==> config.mk <==
export PLATFORM = sky130hd
export DESIGN_NAME = pif_irq_flags
export DESIGN_NICKNAME = d
export VERILOG_FILES = /design/src/pif_pkg.sv /design/src/pif_irq_flags.sv /design/src/pif_event_sync.sv
export VERILOG_INCLUDE_DIRS = /design/src /design/src/src
export SDC_FILE = /design/constraint.sdc
export NUM_CORES = 1
export LEC_CHECK = 0
export BUFFER_PORTS_ARGS = -buffer_cell sky130_fd_sc_hd__buf_2
export CAP_MARGIN = 10
export CORE_MARGIN = 4
export CORE_UTILIZATION = 46
export DETAILED_ROUTE_END_ITERATION = 8
export PLACE_DENSITY = 0.79
export REMOVE_ABC_BUFFERS = 1
export SLEW_MARGIN = 20
export SYNTH_ARGS = -nofsm -noshare
export SYNTH_HDL_FRONTEND = slang
export SYNTH_SLANG_ARGS = --single-unit
export TNS_END_PERCENT = 50
==> constraint.sdc <==
create_clock -name pclk -period 1.1 [get_ports pclk]
set_input_delay 0.055 -clock pclk [delete_from_list [all_inputs] [get_ports pclk]]
set_output_delay 0.055 -clock pclk [all_outputs]
set_load 0.03 [all_outputs]
==> src/pif_defines.svh <==
`ifndef PIF_DEFINES_SVH
`define PIF_DEFINES_SVH

// Byte addresses on the register bus
`define PIF_ADDR_ENABLE 12'h000
`define PIF_ADDR_FLAGS 12'h004
`define PIF_ADDR_CTRL 12'h008
`define PIF_ADDR_STATUS 12'h00C

// Bit positions shared by enable and flag registers
`define PIF_BIT_NVM 7
`define PIF_BIT_LOWV 6
`define PIF_BIT_CRYPTO 5
`define PIF_BIT_CMPB 4
`define PIF_BIT_CMPA 3
`define PIF_BIT_OSC 2
`define PIF_BIT_TIMER 0

// Control register fields
`define PIF_BIT_GIE 7
`define PIF_BIT_PGATE 6

// Implemented bits (bit 1 absent; bit 4 depends on variant)
`define PIF_IMPL_MASK 8'hFD
`define PIF_CMPB_MASK 8'h10

// Reset values
`define PIF_RST_ENABLE 8'h00
`define PIF_RST_FLAGS 8'h00
`define PIF_RST_CTRL 8'h00

`endif

==> src/pif_pkg.sv <==
package pif_pkg;
    typedef logic [7:0] pif_byte_t;
    typedef enum logic [1:0] {
        PIF_SEL_ENABLE = 2'b00,
        PIF_SEL_FLAGS = 2'b01,
        PIF_SEL_CTRL = 2'b10,
        PIF_SEL_STATUS = 2'b11
    } pif_sel_e;
endpackage

==> src/pif_irq_flags.sv <==
// Added by the designer: the placing of the registers and the APB register port.
`timescale 1ns/1ps
`include "pif_defines.svh"
module pif_irq_flags #(
    parameter bit HAS_CMPB = 1'b1
) (
    input wire logic pclk,
    input wire logic presetn,
    input wire logic psel,
    input wire logic penable,
    input wire logic pwrite,
    input wire logic [11:0] paddr,
    input wire logic [31:0] pwdata,
    output logic [31:0] prdata,
    output logic pready,
    output logic pslverr,
    input wire logic nvm_write_done,
    input wire logic crypto_done,
    input wire logic timer_wrap,
    input wire logic low_supply_detector,
    input wire logic osc_fail,
    input wire logic comparator_a_result,
    input wire logic comparator_b_result,
    output logic periph_irq
);
    localparam logic [7:0] IMPL = HAS_CMPB ? `PIF_IMPL_MASK : (`PIF_IMPL_MASK & ~`PIF_CMPB_MASK);

    pif_pkg::pif_byte_t enable_ff;
    pif_pkg::pif_byte_t flags_ff;
    pif_pkg::pif_byte_t ctrl_ff;
    pif_pkg::pif_byte_t nxt_enable;
    pif_pkg::pif_byte_t nxt_flags;
    pif_pkg::pif_byte_t nxt_ctrl;
    pif_pkg::pif_byte_t set_vec;
    pif_pkg::pif_byte_t rd_byte;
    logic [31:0] prdata_ff;
    logic pready_ff;
    logic pslverr_ff;
    logic irq_ff;
    logic nxt_irq;

    // Pin-side sources pass the three-stage synchroniser
    logic lowv_rise;
    logic osc_rise;
    logic cmpa_chg;
    logic cmpb_chg;
    logic lowv_lvl;
    logic osc_lvl;
    logic cmpa_lvl;
    logic cmpb_lvl;

    pif_event_sync u_sync_lowv (
        .pclk(pclk),
        .presetn(presetn),
        .async_in(low_supply_detector),
        .level_out(lowv_lvl),
        .rise_out(lowv_rise),
        .change_out()
    );
    pif_event_sync u_sync_osc (
        .pclk(pclk),
        .presetn(presetn),
        .async_in(osc_fail),
        .level_out(osc_lvl),
        .rise_out(osc_rise),
        .change_out()
    );
    pif_event_sync u_sync_cmpa (
        .pclk(pclk),
        .presetn(presetn),
        .async_in(comparator_a_result),
        .level_out(cmpa_lvl),
        .rise_out(),
        .change_out(cmpa_chg)
    );
    pif_event_sync u_sync_cmpb (
        .pclk(pclk),
        .presetn(presetn),
        .async_in(comparator_b_result),
        .level_out(cmpb_lvl),
        .rise_out(),
        .change_out(cmpb_chg)
    );

    // APB decode; zero-wait slave, write lands in the access cycle
    wire acc = psel & penable;
    wire wr_en = acc & pwrite;
    wire hit_en = (paddr == `PIF_ADDR_ENABLE);
    wire hit_fl = (paddr == `PIF_ADDR_FLAGS);
    wire hit_ct = (paddr == `PIF_ADDR_CTRL);
    wire hit_st = (paddr == `PIF_ADDR_STATUS);
    wire mapped = hit_en | hit_fl | hit_ct | hit_st;
    wire status_ro = hit_st & pwrite;
    wire bad = ~mapped | status_ro;
    wire [7:0] wbyte = pwdata[7:0];

    // Event vector; enables play no part here
    assign set_vec[`PIF_BIT_NVM] = nvm_write_done;
    assign set_vec[`PIF_BIT_LOWV] = lowv_rise;
    assign set_vec[`PIF_BIT_CRYPTO] = crypto_done;
    assign set_vec[`PIF_BIT_CMPB] = cmpb_chg & HAS_CMPB;
    assign set_vec[`PIF_BIT_CMPA] = cmpa_chg;
    assign set_vec[`PIF_BIT_OSC] = osc_rise;
    assign set_vec[1] = 1'b0;
    assign set_vec[`PIF_BIT_TIMER] = timer_wrap;

    // Software write first, then hardware sets on top of it
    assign nxt_flags = (((wr_en & hit_fl) ? wbyte : flags_ff) | set_vec) & IMPL;
    assign nxt_enable = ((wr_en & hit_en) ? wbyte : enable_ff) & IMPL;
    assign nxt_ctrl = (wr_en & hit_ct) ? (wbyte & 8'hC0) : ctrl_ff;

    // Request needs flag, enable, peripheral gate and global enable
    assign nxt_irq = (|(flags_ff & enable_ff)) & ctrl_ff[`PIF_BIT_PGATE]
        & ctrl_ff[`PIF_BIT_GIE];

    // Read mux; status shows synchronised source levels
    assign rd_byte = hit_en ? enable_ff :
                     hit_fl ? flags_ff :
                     hit_ct ? ctrl_ff :
                     hit_st ? {4'h0, cmpb_lvl & HAS_CMPB, cmpa_lvl, osc_lvl, lowv_lvl} : 8'h00;

    always_ff @(posedge pclk or negedge presetn) begin
        if (!presetn) begin
            enable_ff <= `PIF_RST_ENABLE;
            flags_ff <= `PIF_RST_FLAGS;
            ctrl_ff <= `PIF_RST_CTRL;
            irq_ff <= 1'b0;
        end else begin
            enable_ff <= nxt_enable;
            flags_ff <= nxt_flags;
            ctrl_ff <= nxt_ctrl;
            irq_ff <= nxt_irq;
        end
    end

    // Registered bus answer; pready high in the access cycle
    always_ff @(posedge pclk or negedge presetn) begin
        if (!presetn) begin
            prdata_ff <= 32'h0000_0000;
            pready_ff <= 1'b0;
            pslverr_ff <= 1'b0;
        end else begin
            pready_ff <= psel & ~penable;
            pslverr_ff <= psel & ~penable & bad;
            prdata_ff <= (psel & ~penable & ~pwrite) ? {24'h00_0000, rd_byte} : 32'h0000_0000;
        end
    end

    assign prdata = prdata_ff;
    assign pready = pready_ff;
    assign pslverr = pslverr_ff;
    assign periph_irq = irq_ff;

    // Assertions
    chk_bit1_zero: assert property (@(posedge pclk) disable iff (!presetn)
        !flags_ff[1] && !enable_ff[1]) else $error("bit 1 not zero");
    chk_set_wins: assert property (@(posedge pclk) disable iff (!presetn)
        (timer_wrap && wr_en && hit_fl && !wbyte[0]) |=> flags_ff[0]) else $error("event lost on clear");
    chk_nvm_sticky: assert property (@(posedge pclk) disable iff (!presetn)
        (flags_ff[7] && !(wr_en && hit_fl)) |=> flags_ff[7]) else $error("nvm flag dropped");
    chk_crypto_set: assert property (@(posedge pclk) disable iff (!presetn)
        crypto_done |=> flags_ff[5]) else $error("crypto flag not set");
    chk_timer_any_en: assert property (@(posedge pclk) disable iff (!presetn)
        (timer_wrap && !enable_ff[0] && !ctrl_ff[7]) |=> flags_ff[0]) else $error("flag gated by enable");
    chk_gie_block: assert property (@(posedge pclk) disable iff (!presetn)
        !$past(ctrl_ff[7]) |-> !periph_irq) else $error("irq without global enable");
    chk_gate_block: assert property (@(posedge pclk) disable iff (!presetn)
        !ctrl_ff[6] |=> !periph_irq) else $error("irq without peripheral gate");
    chk_irq_fire: assert property (@(posedge pclk) disable iff (!presetn)
        (flags_ff[0] && enable_ff[0] && ctrl_ff[7] && ctrl_ff[6]) |=> periph_irq) else $error("irq missing");
    chk_irq_mask: assert property (@(posedge pclk) disable iff (!presetn)
        (ctrl_ff == 8'h00) |=> !periph_irq) else $error("irq while disabled");
    chk_osc_set: assert property (@(posedge pclk) disable iff (!presetn)
        osc_rise |=> flags_ff[2]) else $error("osc flag not set");
    chk_ready_one: assert property (@(posedge pclk) disable iff (!presetn)
        (psel && !penable) |=> pready) else $error("pready late");
    // Answer only in the access cycle, never outside a transfer
    chk_ready_only: assert property (@(posedge pclk) disable iff (!presetn)
        !(psel && !penable) |=> !pready) else $error("pready outside access");
    chk_err_unmapped: assert property (@(posedge pclk) disable iff (!presetn)
        (psel && !penable && !mapped) |=> (pslverr && prdata == 32'h0000_0000)) else $error("unmapped not refused");
    chk_wr_rdata_zero: assert property (@(posedge pclk) disable iff (!presetn)
        (psel && !penable && pwrite) |=> (prdata == 32'h0000_0000)) else $error("read data on write");
    chk_ctrl_spare: assert property (@(posedge pclk) disable iff (!presetn)
        ctrl_ff[5:0] == 6'h00) else $error("control spare bits set");

    // Each enabled source reaches the core once both gates are open
    chk_irq_nvm: assert property (@(posedge pclk) disable iff (!presetn)
        (flags_ff[7] && enable_ff[7] && ctrl_ff[7] && ctrl_ff[6]) |=> periph_irq) else $error("nvm irq missing");
    chk_irq_lowv: assert property (@(posedge pclk) disable iff (!presetn)
        (flags_ff[6] && enable_ff[6] && ctrl_ff[7] && ctrl_ff[6]) |=> periph_irq) else $error("low supply irq missing");
    chk_irq_crypto: assert property (@(posedge pclk) disable iff (!presetn)
        (flags_ff[5] && enable_ff[5] && ctrl_ff[7] && ctrl_ff[6]) |=> periph_irq) else $error("crypto irq missing");
    chk_irq_cmpb: assert property (@(posedge pclk) disable iff (!presetn)
        (flags_ff[4] && enable_ff[4] && ctrl_ff[7] && ctrl_ff[6]) |=> periph_irq) else $error("cmp b irq missing");
    chk_irq_cmpa: assert property (@(posedge pclk) disable iff (!presetn)
        (flags_ff[3] && enable_ff[3] && ctrl_ff[7] && ctrl_ff[6]) |=> periph_irq) else $error("cmp a irq missing");
    chk_irq_osc: assert property (@(posedge pclk) disable iff (!presetn)
        (flags_ff[2] && enable_ff[2] && ctrl_ff[7] && ctrl_ff[6]) |=> periph_irq) else $error("osc irq missing");
    // Nothing pending and enabled means no request
    chk_irq_idle: assert property (@(posedge pclk) disable iff (!presetn)
        ((flags_ff & enable_ff) == 8'h00) |=> !periph_irq) else $error("irq with nothing pending");

    // Every event sets its flag on the next edge
    chk_nvm_set: assert property (@(posedge pclk) disable iff (!presetn)
        nvm_write_done |=> flags_ff[7]) else $error("nvm flag not set");
    chk_lowv_set: assert property (@(posedge pclk) disable iff (!presetn)
        lowv_rise |=> flags_ff[6]) else $error("low supply flag not set");
    chk_cmpb_set: assert property (@(posedge pclk) disable iff (!presetn)
        (cmpb_chg && HAS_CMPB) |=> flags_ff[4]) else $error("cmp b flag not set");
    chk_cmpa_set: assert property (@(posedge pclk) disable iff (!presetn)
        cmpa_chg |=> flags_ff[3]) else $error("cmp a flag not set");
    chk_timer_set: assert property (@(posedge pclk) disable iff (!presetn)
        timer_wrap |=> flags_ff[0]) else $error("timer flag not set");

    // Only a software write may drop a flag
    chk_lowv_sticky: assert property (@(posedge pclk) disable iff (!presetn)
        (flags_ff[6] && !(wr_en && hit_fl)) |=> flags_ff[6]) else $error("low supply flag dropped");
    chk_crypto_sticky: assert property (@(posedge pclk) disable iff (!presetn)
        (flags_ff[5] && !(wr_en && hit_fl)) |=> flags_ff[5]) else $error("crypto flag dropped");
    chk_cmpb_sticky: assert property (@(posedge pclk) disable iff (!presetn)
        (flags_ff[4] && !(wr_en && hit_fl)) |=> flags_ff[4]) else $error("cmp b flag dropped");
    chk_cmpa_sticky: assert property (@(posedge pclk) disable iff (!presetn)
        (flags_ff[3] && !(wr_en && hit_fl)) |=> flags_ff[3]) else $error("cmp a flag dropped");
    chk_osc_sticky: assert property (@(posedge pclk) disable iff (!presetn)
        (flags_ff[2] && !(wr_en && hit_fl)) |=> flags_ff[2]) else $error("osc flag dropped");
    chk_timer_sticky: assert property (@(posedge pclk) disable iff (!presetn)
        (flags_ff[0] && !(wr_en && hit_fl)) |=> flags_ff[0]) else $error("timer flag dropped");
    // Flags are set with every enable closed
    chk_nvm_any_en: assert property (@(posedge pclk) disable iff (!presetn)
        (nvm_write_done && !enable_ff[7] && !ctrl_ff[6]) |=> flags_ff[7]) else $error("nvm flag gated");

    cov_irq: cover property (@(posedge pclk) disable iff (!presetn) $rose(periph_irq));
    cov_race: cover property (@(posedge pclk) disable iff (!presetn) timer_wrap && wr_en && hit_fl);
    cov_cmpa: cover property (@(posedge pclk) disable iff (!presetn) cmpa_chg);
    cov_err: cover property (@(posedge pclk) disable iff (!presetn) pslverr);
endmodule

==> src/pif_event_sync.sv <==
`timescale 1ns/1ps
// Three-stage synchroniser for one asynchronous source
module pif_event_sync (
    input wire logic pclk,
    input wire logic presetn,
    input wire logic async_in,
    output logic level_out,
    output logic rise_out,
    output logic change_out
);
    logic s1_ff;
    logic s2_ff;
    logic s3_ff;
    logic lvl_ff;
    logic nxt_lvl;

    // Change counts once stages two and three agree
    assign nxt_lvl = (s2_ff == s3_ff) ? s3_ff : lvl_ff;
    assign level_out = lvl_ff;
    assign rise_out = nxt_lvl & ~lvl_ff;
    assign change_out = nxt_lvl ^ lvl_ff;

    // Stage one is read only by stage two
    always_ff @(posedge pclk or negedge presetn) begin
        if (!presetn) begin
            s1_ff <= 1'b0;
            s2_ff <= 1'b0;
            s3_ff <= 1'b0;
            lvl_ff <= 1'b0;
        end else begin
            s1_ff <= async_in;
            s2_ff <= s1_ff;
            s3_ff <= s2_ff;
            lvl_ff <= nxt_lvl;
        end
    end
endmodule

**Yosys cells after proc, flatten, opt, wreduce, memory -nomap -nowiden**

Index checks and enable logic that the tools add are counted.

- Bits in latches: 0
- Bits in writable memories: 0
- Bits in registers: 67
- Output and inout bits: 35
- Memories kept: 0
- Memory bits (read-only): 0
- Input bits: 56
- Logic and storage cells: 68

- Div/mod/pow operators: 0
- Eq/ne operators: 7
- Reduce and logical (&&, ||, !) cells: 2
- Add/subtract/negate cells: 0
- Bitwise operators: 26
- Multiply operators: 0
- Muxes and demuxes: 10
- Order comparisons: 0
- Shifts and indexed selects: 0

Operators with widths:

| operator | number |
|---|---|
| $mux 8 | 5 |
| $eq 12x4->1 const B | 2 |
| $and 1x1->1 | 13 |
| $eq 12x3->1 const B | 1 |
| $logic_not 12->1 | 1 |
| $and 8x8->8 | 1 |
| $or 8x8->8 | 1 |
| $reduce_or 8->1 | 1 |
| $not 1->1 | 5 |
| $eq 1x1->1 | 4 |
| $mux 1 | 4 |
| $mux 4 | 1 |
| $or 1x1->1 | 4 |
| $xor 1x1->1 | 2 |

**Logic depth before layout (Yosys ltp)**

Gate-level depths: netlist of the first run.

- Depth after elaboration: 7
- Mapped depth: 4
- Gate-level depth less buffers: 3

**Modules after synthesis**

From an unflattened synthesis of the first run, not the netlist that was laid out.

- Cells, all modules: 166
- Area, all modules: 2,015.7 µm²

By module, submodules not included:

| module | area an instance (µm²) | cells each | times used | sequential area each (µm²) |
|---|---|---|---|---|
| pif_irq_flags | 1,445.1 | 130 | 1 | 675.6 |
| pif_event_sync | 142.6 | 9 | 4 | 100.1 |

**Worst setup path after synthesis of the first run**

OpenSTA, ideal clock, no wires.

- Path kind: input to register
- From: in paddr[7]
- To: reg ctrl_ff[6]
- Data required time: 0.975 ns
- Path slack: -0.512 ns
- Arrival time: 1.487 ns
- Stages: 3
- Buffers on the path: 0
- Library setup time: 0.125 ns
- Path through: or4_4 -> or4_4 -> mux2_4

- Longest elaborated chain between the ends: 2

RTL lines:

| what | RTL line | text |
|---|---|---|
| from (decl) | pif_irq_flags.sv:12 | `input wire logic [11:0] paddr,` |
| $eq 12x4->1 (no source line) | -- |  |
| $and 1x1->1 | pif_irq_flags.sv:110 | `assign nxt_ctrl = (wr_en & hit_ct) ? (wbyte & 8'hC0) : ctrl_ff;` |
| to (signal assigned) | pif_irq_flags.sv:126 | `` ctrl_ff <= `PIF_RST_CTRL; `` |
| to (signal assigned) | pif_irq_flags.sv:131 | `ctrl_ff <= nxt_ctrl;` |
| to (decl) | pif_irq_flags.sv:30 | `pif_pkg::pif_byte_t ctrl_ff;` |

Every way passes these cells.
A chain may end at the register's enable or synchronous reset.

**Worst setup path after layout of the first run**

- From: in paddr[10]
- To: reg ctrl_ff[7]

The elaborated chain is that of the path after synthesis.

==> flow_summary.toml, run 1 <==
[synthesis]
synthesis.area_per_instance_um2 = 12.52
post-synth-top-area-fraction_pct = 55.09
yosysTopAreaCell = "sky130_fd_sc_hd__dfrtp_1"
synth.ff_latch_count = 43
synth-edff-count = 0
synth.yosys.warnings = 0
synthesis.instances = 156
synth-async-reset-ratio_pct = 100.0
ys.flop_type = "sky130_fd_sc_hd__dfrtp_1"
synthTopCellsByArea = "sky130_fd_sc_hd__dfrtp_1 (55%), sky130_fd_sc_hd__buf_4 (9.2%), sky130_fd_sc_hd__mux2_2 (5.8%)"
synth_cell_types = 26
ys_seq_area_share_pct = 55.09
syn_area_mm2 = 0.001953

[cts]
clk_latency_ns = 0.30
cts.sink_count = 43
cts.root.buffer_cell = "sky130_fd_sc_hd__clkbuf_8"
clkSlewWorstSetupHoldPaths_ns = 0.08
cts_buffers = 5
clock_tree.htree_level_count = 2
cts-root-to-sink-buffers = 2
cts_tree = "done"

[hold_path]
holdPathStages = 2
hold_path.class = "primary input to flop"

[final_layout]
postLayoutCellArea_mm2 = 0.002517
drive_above_1_share_pct = 38.86
finish.net_count = 284
nFillCells = 322
final_common_cell = "sky130_fd_sc_hd__dfrtp_1"
antennaDiodeCount = 0
final_cell_mix = "sky130_fd_sc_hd__dfrtp_1 (43), sky130_fd_sc_hd__buf_2 (40), sky130_fd_sc_hd__conb_1 (24)"
post_synthesis_to_final_layout_area_growth_pct = 28.89
instances_no_fill = 279

[power]
power.sequential.fraction_pct = 53.0
combPwrFrac_pct = 12.9
netSwitchingPower_uw = 821.8
worst_ir_drop_vdd_v = 0.0008979
power_density_mw_per_mm2 = 1236
internal_power_uw = 2289
power_uw = 3111
switching_share_pct = 26.42
leakage_power_uw = 0.001210
clock_power_share_pct = 34.2

[timing]
setup-violations-final = 16
timing.hold.ws_ns = 0.01908
unrepaired_setup_endpoints_after_global_routing = "yes"
timing.final.crit_period_ns = 1.396
max_clock_freq_ghz = 0.7163
hold_violations = 0
timing.final.ws_setup_ns = -0.2961
final_max_slew_viol_count = 0
timing.clock.skew_ns = 0.004027
layout_worst_path_cycle_share_pct = 126.9

[global_routing]
globalRoute.totalOverflow = 0
initial_antenna_violation_count = 0
first_global_vias = 1362
grt_start_max_net_pins = 23
grtUsageTotal_pct = 16.37
first_pass_grt_wire_length_um = 6465

[critical_path]
ff2ff_path_depth = 2
cpMaxStageDelayCell = "sky130_fd_sc_hd__or4_4"
crit_chain = "buf_6, or4_4, or4_4, mux2_4"
setup.worst_path.class = "primary input to flop"
cp.arrival_ns = 1.58
cp_max_fo = 3
timing.critical_path.mode_cell = "sky130_fd_sc_hd__or4_4"
endpoint_kind = "flop"
cp_data_required_time_ns = 1.29
worst_path_largest_cell_delay_ns = 0.56
crit_path_start_kind = "primary input"

[floorplan]
num_io_pins = 91
row_count = 23
core_region_area_mm2 = 0.004058
fp.dieArea_mm2 = 0.005352
initial_core_utilization_pct = 48.13
die_w_um = 73.16
fp.dieH_um = 73.16

[placement]
gp_routability_congestion = 0.8151
dpl.hpwl_um = 2962
worst_slack_at_placement_ns = -0.6486
port_buffers = 41
placed_cells_incl_taps = 261
placed_area_mm2 = 0.002260

[routing]
postRouteAntennaNets = 0
detail_route.first_pass.iterations = 4
first_iter_violations = 45
wl_per_cell_um = 14.15
dr_total_vias = 1389
routed_via_density = 4.978
drcViolationCount = 0
detail_route.wirelength_um = 3949

[outcome]
violated_checks = "setup timing"
status = "finished with violations"

[job]
max_cap_viol_count = 0
[power groups by stage]
stage	sequential [uW]	clock, uW	combinational (uW)
after floorplan	1680	0	191
after global placement	1680	0	355
after detailed placement	1680	0	361
after CTS	1650	1090	390
after global routing	1650	1170	435
final	1650	1060	400
[Yosys cell counts (2+ instances only)]
cell and number:
sky130_fd_sc_hd__nor3b_1 3, sky130_fd_sc_hd__mux2_2 10, sky130_fd_sc_hd__nor4_4 2, sky130_fd_sc_hd__a2bb2oi_1 2
sky130_fd_sc_hd__mux2i_1 11, sky130_fd_sc_hd__or4b_2 2, sky130_fd_sc_hd__maj3_1 4, sky130_fd_sc_hd__and3b_1 4
sky130_fd_sc_hd__a22oi_1 5, sky130_fd_sc_hd__or4_4 3, sky130_fd_sc_hd__mux2_4 2, sky130_fd_sc_hd__nand3_1 3
sky130_fd_sc_hd__buf_1 2, sky130_fd_sc_hd__buf_4 24, sky130_fd_sc_hd__nor2b_1 2, sky130_fd_sc_hd__nand4_1 2
sky130_fd_sc_hd__nor3_1 6, sky130_fd_sc_hd__nor4_1 2, sky130_fd_sc_hd__dfrtp_1 43, sky130_fd_sc_hd__nor2_1 18
[path summary, 6_finish.rpt]
path,from,to,slack (ns)
max,paddr[10],ctrl_ff[7],-0.30
min,pwdata[5],enable_ff[5],0.02
max reg2reg,enable_ff[0],periph_irq,0.02
min reg2reg,u_sync_cmpa.s1_ff,u_sync_cmpa.s2_ff,0.35
max in group asynchronous,presetn,flags_ff[7],0.47
min in group asynchronous,presetn,prdata[4],0.20
[logic make-up after synthesis]
family                   share of synthesized area, %
AND/OR/NAND/NOR                                 16.46
flip-flops                                      55.09
buffers and inverters                           9.609
multiplexers                                    12.94
AO/OA/AOI/OAI                                   3.652
adder cells (fa/ha/maj)                         2.050
other                                          0.1920
[state kept, by name (all words and copies together) (netlist names), 2 cells and up]
name,flops
prdata,8
enable_ff,7
ctrl_ff,2
flags_ff,7
[critical path: cells and delay by family]
family	cells	cell delay, ns
buffers and inverters	1	0.09
multiplexers	1	0.31
AND/OR/NAND/NOR	2	1.12
[metrics by stage]
step / TNS, ns / utilization (%)
finish: -3.462 / 62.04
global route: -3.982 / 62.04
CTS: -3.499 / 61.36
detailed placement: -10.06 / 55.69
global placement: -9.666 / 55.69
floorplan: -6.928 / -
[repair_timing]
action	in CTS	in global routing
setup buffers	1	1
resized for setup	11	5
hold buffers	8	0
setup endpoints to repair	16	18
pin swaps	6	3
hold endpoints to repair	43	0
[final cells by class]
class	count	area, um2	area share [%]
sequential	43	1076	42.74
clock inverter	2	16.27	0.6461
multi-input combinational	110	818.3	32.51
clock buffer	6	82.58	3.280
timing repair buffer	68	461.7	18.34
tap	50	62.56	2.485
[routing by layer]
metal / wire length, um / GRT usage (%) / vias to the layer above
met5: 0 / 0 / -
met4: 87 / 7.172 / 0
met3: 386 / 6.198 / 9
met2: 1763 / 24.33 / 65
met1: 1711 / 21.27 / 658
li1: - / - / 657
(Power assumes the default switching activity.)
==> run 2, diff against run 1 <==
--- a/config.mk
+++ b/config.mk
@@ -8,10 +8,9 @@
 export LEC_CHECK = 0
 export BUFFER_PORTS_ARGS = -buffer_cell sky130_fd_sc_hd__buf_2
 export CAP_MARGIN = 10
-export CORE_MARGIN = 4
-export CORE_UTILIZATION = 46
+export CORE_UTILIZATION = 30
 export DETAILED_ROUTE_END_ITERATION = 8
-export PLACE_DENSITY = 0.79
+export MAX_ROUTING_LAYER = met4
 export REMOVE_ABC_BUFFERS = 1
 export SLEW_MARGIN = 20
 export SYNTH_ARGS = -nofsm -noshare
==> run 2 against run 1 <==
Compared with the run above:
- the run still ends with setup timing left
- die area up 28%
- final cell count up 8.2%
- via count shrank 2.3%
- clock skew up 0.0042 ns
- sequential power about the same
- combinational power shrank 1%
- utilization decreased by 22 points
- maximum frequency up 0.91%
- clock power grew 10%
- first-iteration DRC count rose by 36%
- non-clock buffer count shrank 3
- hold slack better by 0.0046 ns
==> flow_summary.toml, run 2 (synthesized netlist as in run 1, its figures left out) <==
[final_layout]
final_cell_mix = "sky130_fd_sc_hd__dfrtp_1 (43), sky130_fd_sc_hd__buf_2 (37), sky130_fd_sc_hd__conb_1 (24)"
drive_above_1_share_pct = 38.67
sequential_cell_area_mm2 = 0.001076
post-route-util_pct = 40.17
antennaDiodeCount = 0
multi_input_gate_area_in_the_final_layout_um2 = 818.3
post_synthesis_to_final_layout_area_growth_pct = 29.85
largest_reg_flops = 8
nFillCells = 614
finish.net_count = 281
final_common_cell = "sky130_fd_sc_hd__dfrtp_1"

[critical_path]
cp_data_required_time_ns = 1.28
regToRegStartpoint = "u_sync_cmpb.level_out"
cpMaxStageDelayCell = "sky130_fd_sc_hd__or4_4"
worstReg2RegEnd = "prdata[3]"
cp_max_fo = 3
crit_chain = "buf_6, or4_4, or4_4, mux2_4"
worst_path_largest_cell_delay_ns = 0.56
endpoint_kind = "flop"
timing.critical_path.mode_cell = "sky130_fd_sc_hd__or4_4"
cp.arrival_ns = 1.56
setup.worst_path.class = "primary input to flop"
crit_path_start_kind = "primary input"
ff2ff_path_depth = 3
reg2reg_slack_ns = 0.04

[global_routing]
initial_antenna_violation_count = 0
use_met1_pct = 14.52
globalRoute.totalOverflow = 0
grtUsageTotal_pct = 12.23
globalRouteMet3Util_pct = 3.516
first_global_vias = 1245
grt_start_max_net_pins = 44
grtUsageMet2_pct = 20.08
first_pass_grt_wire_length_um = 5844
global_route.peak_usage_layer = "met2"

[floorplan]
die_w_um = 82.69
row_count = 29
core_region_area_mm2 = 0.006314
fp.dieH_um = 82.69
fp.dieArea_mm2 = 0.006837
initial_core_utilization_pct = 30.94
num_io_pins = 91

[placement]
port_buffers = 41
gp_routability_congestion = 0.7341
dpl.hpwl_um = 2686

[timing]
unrepaired_setup_endpoints_after_global_routing = "yes"
timing.final.crit_period_ns = 1.383
hold_violations = 0
setup-violations-final = 16
timing.hold.ws_ns = 0.02370
timing.final.ws_setup_ns = -0.2835
final_max_slew_viol_count = 0
timing.clock.skew_ns = 0.008183
max_clock_freq_ghz = 0.7228
layout_worst_path_cycle_share_pct = 125.8

[routing]
first_iter_violations = 61
drcViolationCount = 0
wl_per_cell_um = 12.53
routed_via_density = 4.493
detail_route.wirelength_um = 3783
postRouteAntennaNets = 0
dr_total_vias = 1357
detail_route.first_pass.iterations = 4

[power]
leakage_power_uw = 0.001206
worst_ir_drop_vdd_v = 0.0006344
power_density_mw_per_mm2 = 1266

[hold_path]
worstHoldEndpoint = "pready"
hold_path_startpoint = "penable"
hold_path.class = "primary input to flop"
holdPathStages = 3

[cts]
cts_buffers = 5
cts.root.buffer_cell = "sky130_fd_sc_hd__clkbuf_8"
clock_tree.htree_level_count = 2
clkSlewWorstSetupHoldPaths_ns = 0.08
post_cts_buffers = 0
clk_latency_ns = 0.29
cts-root-to-sink-buffers = 2
cts_tree = "done"
cts.sink_count = 43

[job]
max_cap_viol_count = 0

[outcome]
status = "finished with violations"
violated_checks = "setup timing"
-- run 2: through the flow --
| step | setup TNS (ns) | cell area [um2] | total power [uW] | worst slack (ns) | instances |
|---|---|---|---|---|---|
| after detailed placement | -9.287 | 2308 | 2046 | -0.6336 | 290 |
| final | -3.647 | 2536 | 3212 | -0.2835 | 302 |
| after global routing | -4.125 | 2536 | 3367 | -0.2997 | 302 |
| after floorplan | -6.928 | 1852 | 1871 | -0.5116 | 153 |
| after global placement | -9.230 | 2308 | 2042 | -0.6261 | 290 |
| after CTS | -3.723 | 2507 | 3262 | -0.3044 | 302 |
-- run 2: worst max path at each step --
stage,from,end,slack [ns],cells after the start
3_3_place_gp,paddr[2],ctrl_ff[7],-0.63,4
3_5_place_dp,paddr[7],ctrl_ff[6],-0.63,4
4_1_cts,paddr[8],ctrl_ff[6],-0.30,4
5_1_grt,paddr[8],ctrl_ff[6],-0.30,4
6_report,paddr[8],ctrl_ff[6],-0.28,4
2_1_floorplan,paddr[7],ctrl_ff[6],-0.51,3
-- run 2: layout make-up --
| cell class | instances | area share (%) |
|---|---|---|
| clock inverters | 1 | 1.184 |
| flip-flops and latches | 43 | 42.43 |
| repair buffers | 65 | 17.46 |
| well taps | 77 | 3.799 |
| clock buffers | 6 | 2.861 |
| multi-input cells | 110 | 32.26 |
-- run 2: timing repair --
item / CTS / global route
hold buffers: 5 / 0
endpoints found under the setup margin: 16 / 17
pin swaps: 2 / 4
gates resized for setup: 12 / 6
hold endpoints to repair: 47 / 0
-- run 2: power by group --
part | internal [uW] | switching (uW)
Combinational | 155 | 242
Clock | 666 | 503
Sequential | 1620 | 26.1
Total | 2440 | 771
-- run 2: per-layer routing --
layer	up-vias	part of all wire [%]	routed length, um
met3	4	4.9	185
met2	42	49	1859
met1	659	45	1703
met4	0	0.90	34
li1	652	-	-
met5	-	0	0
-- run 2: critical path, delay by kind of cell --
| family | cells | cell delay, ns |
|---|---|---|
| simple gates | 2 | 1.11 |
| mux | 1 | 0.31 |
| buf+inv | 1 | 0.09 |
